===== config.mk =====
export PLATFORM = sky130hd
export DESIGN_NAME = dpsw_host
export DESIGN_NICKNAME = d
export VERILOG_FILES = /design/src/dpsw_cnt.v /design/src/dpsw_host.v
export VERILOG_INCLUDE_DIRS = /design/src
export SDC_FILE = /design/constraint.sdc
export NUM_CORES = 1
export LEC_CHECK = 0
export BUFFER_PORTS_ARGS = -buffer_cell sky130_fd_sc_hd__buf_2
export CAP_MARGIN = 25
export CORE_MARGIN = 5
export CORE_UTILIZATION = 43
export DETAILED_ROUTE_END_ITERATION = 8
export PLACE_DENSITY = 0.73
export SETUP_SLACK_MARGIN = 0.4
export SYNTH_ARGS = -nofsm -noshare
export SYNTH_HDL_FRONTEND = slang
export SYNTH_SLANG_ARGS = --single-unit

===== constraint.sdc =====
create_clock -name clk_sys -period 6.7 [get_ports clk_sys]
set_clock_uncertainty 0.1 [all_clocks]
set_input_delay 0.67 -clock clk_sys [delete_from_list [all_inputs] [get_ports clk_sys]]
set_output_delay 0.67 -clock clk_sys [all_outputs]
set_load 0.05 [all_outputs]

===== src/dpsw_regs.vh =====
// Timing constants for the dual-port SRAM host controller
`ifndef DPSW_REGS_VH
`define DPSW_REGS_VH
`define DPSW_CLK_PERIOD_PS 5000
`define DPSW_T_WC_PS 10000
`define DPSW_T_WP_PS 8000
`define DPSW_T_WZ_PS 4000
`define DPSW_T_DW_PS 6000
`define DPSW_T_WH_PS 8000
`define DPSW_T_HZ_PS 4000
`define DPSW_T_AA_PS 10000
`define DPSW_T_SWRD_PS 5000
`define DPSW_T_DDD_PS 20000
`define DPSW_CYC_UP(t) (((t) + `DPSW_CLK_PERIOD_PS - 1) / `DPSW_CLK_PERIOD_PS)
`define DPSW_CYC_WC `DPSW_CYC_UP(`DPSW_T_WC_PS)
`define DPSW_CYC_WP `DPSW_CYC_UP(`DPSW_T_WP_PS)
`define DPSW_CYC_WZDW `DPSW_CYC_UP(`DPSW_T_WZ_PS + `DPSW_T_DW_PS)
`define DPSW_CYC_WH `DPSW_CYC_UP(`DPSW_T_WH_PS)
`define DPSW_CYC_HZ `DPSW_CYC_UP(`DPSW_T_HZ_PS)
`define DPSW_CYC_RD `DPSW_CYC_UP(`DPSW_T_AA_PS)
`define DPSW_CYC_SWRD `DPSW_CYC_UP(`DPSW_T_SWRD_PS)
`define DPSW_CYC_DDD `DPSW_CYC_UP(`DPSW_T_DDD_PS)
`define DPSW_CNT_W 4
`endif


===== src/dpsw_cnt.v =====
// Down counter used for pin timing
`timescale 1ns/100ps
module dpsw_cnt #(
    parameter W = 4
) (
    clk_sys,
    reset,
    load,
    load_val,
    done
);
    input wire clk_sys;
    input wire reset;
    input wire load;
    input wire [W-1:0] load_val;
    output wire done;
    reg [W-1:0] cnt_ff;
    assign done = (cnt_ff == {W{1'b0}});
    always @(posedge clk_sys) begin
        if (reset) begin
            cnt_ff <= {W{1'b0}};
        end else if (load) begin
            cnt_ff <= load_val;
        end else if (cnt_ff != {W{1'b0}}) begin
            cnt_ff <= cnt_ff - {{(W-1){1'b0}}, 1'b1};
        end
    end
endmodule


===== src/dpsw_host.v =====
// Host controller for one port of an asynchronous dual-port SRAM
`timescale 1ns/100ps
`include "dpsw_regs.vh"
//////////////////////////////////////////////////////////////////////////////
module dpsw_host #(
    parameter AW = 18,
    parameter DW = 36,
    parameter BW = 4
) (
    clk_sys,
    reset,
    req_valid,
    req_ready,
    req_write,
    req_sem,
    req_burst_last,
    req_addr,
    req_wdata,
    req_be,
    rsp_valid,
    rsp_rdata,
    sram_addr,
    sram_chip_enable_low_active,
    sram_chip_enable_high_active,
    sram_flag_select_n,
    sram_rw_n,
    sram_oe_n,
    sram_byte_lane_enable_n,
    sram_dq_in,
    sram_dq_out,
    sram_dq_oe,
    sram_busy_n
);
    input wire clk_sys;
    input wire reset;
    input wire req_valid;
    output wire req_ready;
    input wire req_write;
    input wire req_sem;
    input wire req_burst_last;
    input wire [AW-1:0] req_addr;
    input wire [DW-1:0] req_wdata;
    input wire [BW-1:0] req_be;
    output reg rsp_valid;
    output reg [DW-1:0] rsp_rdata;
    output reg [AW-1:0] sram_addr;
    output reg sram_chip_enable_low_active;
    output reg sram_chip_enable_high_active;
    output reg sram_flag_select_n;
    output reg sram_rw_n;
    output reg sram_oe_n;
    output reg [BW-1:0] sram_byte_lane_enable_n;
    input wire [DW-1:0] sram_dq_in;
    output reg [DW-1:0] sram_dq_out;
    output reg sram_dq_oe;
    input wire sram_busy_n;

    localparam [5:0] ST_IDLE = 6'h01;
    localparam [5:0] ST_RD = 6'h02;
    localparam [5:0] ST_TURN = 6'h04;
    localparam [5:0] ST_WR = 6'h08;
    localparam [5:0] ST_WHOLD = 6'h10;
    localparam [5:0] ST_REC = 6'h20;
    localparam integer CYC_RD = `DPSW_CYC_RD;
    localparam integer CYC_HZ = `DPSW_CYC_HZ;
    localparam integer CYC_WP = `DPSW_CYC_WP;
    localparam integer CYC_WC = `DPSW_CYC_WC;
    localparam integer CYC_WZDW = `DPSW_CYC_WZDW;
    localparam integer CYC_WH = `DPSW_CYC_WH;
    localparam integer CYC_SWRD = `DPSW_CYC_SWRD;
    localparam [3:0] C_RD = CYC_RD[3:0];
    localparam [3:0] C_HZ = CYC_HZ[3:0];
    localparam [3:0] C_WP = CYC_WP[3:0];
    localparam [3:0] C_WC = CYC_WC[3:0];
    localparam [3:0] C_WZDW = CYC_WZDW[3:0];
    localparam [3:0] C_WH = CYC_WH[3:0];
    localparam [3:0] C_SWRD = CYC_SWRD[3:0];

    function [3:0] max4;
        input [3:0] a;
        input [3:0] b;
        begin
            max4 = (a > b) ? a : b;
        end
    endfunction

    reg [5:0] state_ff;
    reg [5:0] nxt_state;
    reg burst_ff;
    reg sem_ff;
    reg busy_s1_ff;
    reg busy_s2_ff;
    reg [DW-1:0] dq_s1_ff;
    reg [DW-1:0] dq_s2_ff;
    reg cnt_load;
    reg [3:0] cnt_val;
    wire cnt_done;

    dpsw_cnt #(.W(`DPSW_CNT_W)) u_cnt (
        .clk_sys(clk_sys),
        .reset(reset),
        .load(cnt_load),
        .load_val(cnt_val),
        .done(cnt_done)
    );

    // Pin inputs synchronised
    always @(posedge clk_sys) begin
        if (reset) begin
            busy_s1_ff <= 1'b1;
            busy_s2_ff <= 1'b1;
            dq_s1_ff <= {DW{1'b0}};
            dq_s2_ff <= {DW{1'b0}};
        end else begin
            busy_s1_ff <= sram_busy_n;
            busy_s2_ff <= busy_s1_ff;
            dq_s1_ff <= sram_dq_in;
            dq_s2_ff <= dq_s1_ff;
        end
    end

    // Accept next burst word only at end of write cycle time
    assign req_ready = (state_ff == ST_IDLE) ||
                       (state_ff == ST_WR && burst_ff && cnt_done && busy_s2_ff);

    //////////////////////////////////////////////////////////////////////////
    // Control sequencer
    always @* begin
        nxt_state = state_ff;
        cnt_load = 1'b0;
        cnt_val = 4'h0;
        case (state_ff)
            ST_IDLE: begin
                if (req_valid) begin
                    cnt_load = 1'b1;
                    if (req_write) begin
                        nxt_state = ST_TURN;
                        cnt_val = C_HZ;
                    end else begin
                        nxt_state = ST_RD;
                        cnt_val = req_sem ? max4(C_RD, C_SWRD) : C_RD;
                    end
                end
            end
            ST_RD: begin
                if (cnt_done) begin
                    nxt_state = ST_REC;
                    cnt_load = 1'b1;
                    cnt_val = C_HZ;
                end
            end
            ST_TURN: begin
                if (cnt_done) begin
                    nxt_state = ST_WR;
                    cnt_load = 1'b1;
                    cnt_val = max4(C_WC, max4(C_WP, C_WZDW));
                end
            end
            ST_WR: begin
                if (!busy_s2_ff) begin
                    cnt_load = 1'b1;
                    cnt_val = C_WH;
                    nxt_state = ST_WHOLD;
                end else if (cnt_done) begin
                    if (burst_ff && req_valid && req_write) begin
                        cnt_load = 1'b1;
                        cnt_val = C_WC;
                    end else begin
                        nxt_state = ST_REC;
                        cnt_load = 1'b1;
                        cnt_val = 4'h1;
                    end
                end
            end
            ST_WHOLD: begin
                if (!busy_s2_ff) begin
                    cnt_load = 1'b1;
                    cnt_val = C_WH;
                end else if (cnt_done) begin
                    nxt_state = ST_WR;
                    cnt_load = 1'b1;
                    cnt_val = 4'h1;
                end
            end
            ST_REC: begin
                if (cnt_done) begin
                    nxt_state = ST_IDLE;
                end
            end
            default: begin
                nxt_state = ST_IDLE;
            end
        endcase
    end

    //////////////////////////////////////////////////////////////////////////
    // Pin and response registers
    always @(posedge clk_sys) begin
        if (reset) begin
            state_ff <= ST_IDLE;
            burst_ff <= 1'b0;
            sem_ff <= 1'b0;
            rsp_valid <= 1'b0;
            rsp_rdata <= {DW{1'b0}};
            sram_addr <= {AW{1'b0}};
            sram_chip_enable_low_active <= 1'b1;
            sram_chip_enable_high_active <= 1'b0;
            sram_flag_select_n <= 1'b1;
            sram_rw_n <= 1'b1;
            sram_oe_n <= 1'b1;
            sram_byte_lane_enable_n <= {BW{1'b1}};
            sram_dq_out <= {DW{1'b0}};
            sram_dq_oe <= 1'b0;
        end else begin
            state_ff <= nxt_state;
            rsp_valid <= 1'b0;
            if (state_ff == ST_IDLE && req_valid) begin
                // Address set on the same edge as the enables assert
                sram_addr <= req_addr;
                sem_ff <= req_sem;
                burst_ff <= req_write && !req_sem && !req_burst_last;
                sram_chip_enable_low_active <= req_sem;
                sram_chip_enable_high_active <= !req_sem;
                sram_flag_select_n <= !req_sem;
                sram_byte_lane_enable_n <= ~req_be;
                sram_oe_n <= req_write;
                // Write select falls with enables so outputs stay off
                sram_rw_n <= !req_write;
                sram_dq_out <= req_wdata;
            end
            if (state_ff == ST_TURN && cnt_done) begin
                sram_dq_oe <= 1'b1;
            end
            if (state_ff == ST_WR && busy_s2_ff && cnt_done && burst_ff &&
                req_valid && req_write) begin
                // Next burst word with enables held active
                sram_addr <= req_addr;
                sram_dq_out <= req_wdata;
                sram_byte_lane_enable_n <= ~req_be;
                burst_ff <= !req_burst_last;
            end
            if (state_ff == ST_RD && cnt_done) begin
                rsp_valid <= 1'b1;
                // Semaphore flag is replicated on every data bit
                rsp_rdata <= sem_ff ? {DW{dq_s2_ff[0]}} : dq_s2_ff;
            end
            if (nxt_state == ST_REC && state_ff != ST_REC) begin
                // Write select and all enables except sram_dq_oe deassert on the same edge to end the access
                sram_rw_n <= 1'b1;
                sram_chip_enable_low_active <= 1'b1;
                sram_chip_enable_high_active <= 1'b0;
                sram_flag_select_n <= 1'b1;
                sram_byte_lane_enable_n <= {BW{1'b1}};
                sram_oe_n <= 1'b1;
            end
            if (state_ff == ST_REC && cnt_done) begin
                sram_dq_oe <= 1'b0;
            end
        end
    end
endmodule


==> impl_metrics.yaml <==
synthesis:
  synth_cell_type_count: 46
  synth-async-reset-ratio: 0
  synth_nets: 816
  synth_top_area_cell: "dfxtp_1"
  synth_top_area_share: 0.552
  synth-edff-count: 0
  avgSynthCellArea_um2: 9.50
  yosysWarnings: 0
  ys_seq_elements: 187
  synth.area.top_cells: "dfxtp_1 (55%), nor2b_1 (6.8%), a21oi_1 (4.6%), a311oi_1 (4.5%), o21ai_0 (4.4%)"
  syn-cell-area_um2: 6780
  synthCells: 714
  synth-seq-area-share: 0.552
  synthFlopType: "dfxtp_1"
cts:
  clock-sinks: 187
  ctsHoldBuffers: 0
  cts.htree.levels: 4
  root_buffer: "clkbuf_16"
  clock_path_buffers: 2
  cts_tree: "built"
  ctsResizeCount: 0
  clkTransAtPathRegs_ns: 0.08
  cts_setup_buffers: 0
  clk_latency_ns: 0.44
  cts-buffers-inserted: 17
timing:
  rsz0062_at_grt: "false"
  fin_crit_sh: 0.453
  fmax_ghz: 0.330
  hold_slack_ns: 0.319
  fin_crit_ns: 3.03
  max_slew_margin: 0.357
  tightest_slew_ns: 0.964
  setup_violations: 0
  final-hold-violation-count: 0
  finalSetupTns_ns: 0
  slew_violations: 0
detailed_routing:
  vias_per_cell: 5.09
  drc_errors: 0
  wirelength_um: 16300
  antenna_left: 0
  drtIter0Drc: 337
  num_vias: 5607
  wire_per_inst_um: 14.8
  dr.pass1.iters: 4
global_route:
  grt_pass1_wl_um: 25600
  grt_pass1_vias: 5099
  grt-ovfl-total: 0
  grt_antenna_before_repair: 0
  grt_max_degree: 92
  track_usage: 0.173
min_path:
  hold_path.class: "register to register"
  holdPathStages: 1
  holdCritStartpoint: "busy_s1_ff$_SDFF_PP1_"
  min_to: "busy_s2_ff$_SDFF_PP1_"
power_and_ir_drop:
  power_density_nw_per_um2: 309
  p_leak_nw: 3.45
  ir_drop_mv: 0.165
setup_path:
  r2r-start: "u_cnt.cnt_ff[0]$_SDFFE_PP0P_"
  arrival_ns: 2.26
  path_max_fanout: 9
  cp-start-kind: "register"
  cp_data_required_time_ns: 5.93
  crit_slowest_cell: "or3b_2"
  crit_chain: "inv_1, ha_1, or3b_2, nor3_1, a32o_1, buf_2"
  ff2ff_path_depth: 7
  slowest_delay_ns: 0.59
  reg2reg_to: "sram_dq_out[22]$_SDFFE_PP0P_"
  endpoint_kind: "output pin"
  crit_type: "register to output pin"
  reg2reg_slack_ns: 3.79
die:
  core.rowCount: 46
  die_y_um: 136
  start_util: 0.433
  die_x_um: 136
  die_area_um2: 18400
  ios: 203
  core-area_um2: 15700
cells_and_area:
  diodes: 0
  synthToLayoutAreaGrowth_pct: 24.2
  mostFrequentLayoutCell: "buf_2"
  fin_nets: 974
  final_cell_mix: "buf_2 (201), dfxtp_1 (187), nor2b_1 (74)"
  final_util: 0.538
  num-fill-cells: 1465
  drive_gt1_frac: 0.293
place:
  hpwlAfterDp_um: 10600
  place.gp.congestion: 0.862
  io_buffers: 202
job:
  max_cap_viol_count: 0
run_status:
  outcome: "finished clean"
## per-stage QoR
step | area, um^2 | worst slack [ns] | total power, W | cells
4_1_cts | 8420 | 3.65 | 0.00263 | 1101
3_5_place_dp | 7810 | 3.77 | 0.00162 | 1069
3_3_place_gp | 7810 | 3.83 | 0.00161 | 1069
2_1_floorplan | 6780 | 4.10 | 0.00152 | 714
5_1_grt | 8420 | 3.47 | 0.00272 | 1101
6_report | 8420 | 3.67 | 0.00261 | 1101
## flip-flops by register name, summed over array words and instances (netlist names), 4 cells and up
register	cells
dq_s1_ff	36
dq_s2_ff	36
rsp_rdata	36
sram_addr	18
sram_byte_lane_enable_n	4
sram_dq_out	36
state_ff	6
u_cnt.cnt_ff	4
## how the worst max path moves through the flow
stage               slack (ns)                    startpoint                            to
CTS                       3.65  u_cnt.cnt_ff[0]$_SDFFE_PP0P_                     req_ready
global route              3.47  u_cnt.cnt_ff[0]$_SDFFE_PP0P_  sram_dq_out[22]$_SDFFE_PP0P_
detailed placement        3.77  u_cnt.cnt_ff[0]$_SDFFE_PP0P_   sram_dq_out[7]$_SDFFE_PP0P_
floorplan                 4.10  u_cnt.cnt_ff[0]$_SDFFE_PP0P_                     req_ready
finish                    3.67  u_cnt.cnt_ff[0]$_SDFFE_PP0P_                     req_ready
global placement          3.83  u_cnt.cnt_ff[0]$_SDFFE_PP0P_   sram_dq_out[8]$_SDFFE_PP0P_
## cell usage after synthesis, types with 3 or more instances
library cell	count
o311a_1	3
o211ai_1	6
nor4_1	4
nand3_1	48
o21ai_0	59
buf_6	5
nand2_1	13
nor2b_1	74
nor3_1	12
nor2_1	42
clkbuf_1	50
a311oi_1	35
inv_1	7
dfxtp_1	187
nand2b_1	38
buf_2	12
nand3_2	10
a21oi_1	63
nand3b_1	3
a21boi_1	4
## critical path: cells and delay by family (launching register included)
| kind | cells | cell delay (ns) |
|---|---|---|
| AO/OA/AOI/OAI | 1 | 0.17 |
| adder cells (fa/ha/maj) | 1 | 0.20 |
| buffers and inverters | 2 | 0.33 |
| flip-flops | 1 | 0.33 |
| AND/OR/NAND/NOR | 2 | 0.79 |
## per-layer routing
metal / vias up / global-route usage / part of all wire
met5: - / 0 / 0
met4: 0 / 0.0577 / 0.017
met3: 24 / 0.0572 / 0.085
met2: 186 / 0.268 / 0.47
met1: 2592 / 0.230 / 0.43
li1: 2805 / - / -
## area by class of cell
type	count	area (um^2)	share of cell area
multi-input cells	451	2710	0.321
flip-flops and latches	187	3740	0.444
inverters	7	26.3	0.00312
clock buffers	17	425	0.0505
well taps	216	270	0.0321
repair buffers	208	1060	0.126
clock inverters	15	193	0.0229
## power breakdown
| group | switching, W | internal [W] |
|---|---|---|
| Sequential | 0.0000323 | 0.00117 |
| Combinational | 0.000264 | 0.000120 |
| Clock | 0.000505 | 0.000512 |
## cell families (layout without fill, tap and decap cells)
group	count (synthesis)	count (layout)	share of synthesized area
AOI/OAI and AO/OA	182	182	0.165
xor gates and xnor gates	4	4	0.00517
adders and majority gates	1	1	0.00184
buffers and inverters	76	247	0.0504
DFF	187	187	0.552
muxes	1	1	0.00148
and+or+nand+nor	263	263	0.225
Power figures use the tool's default switching activity.
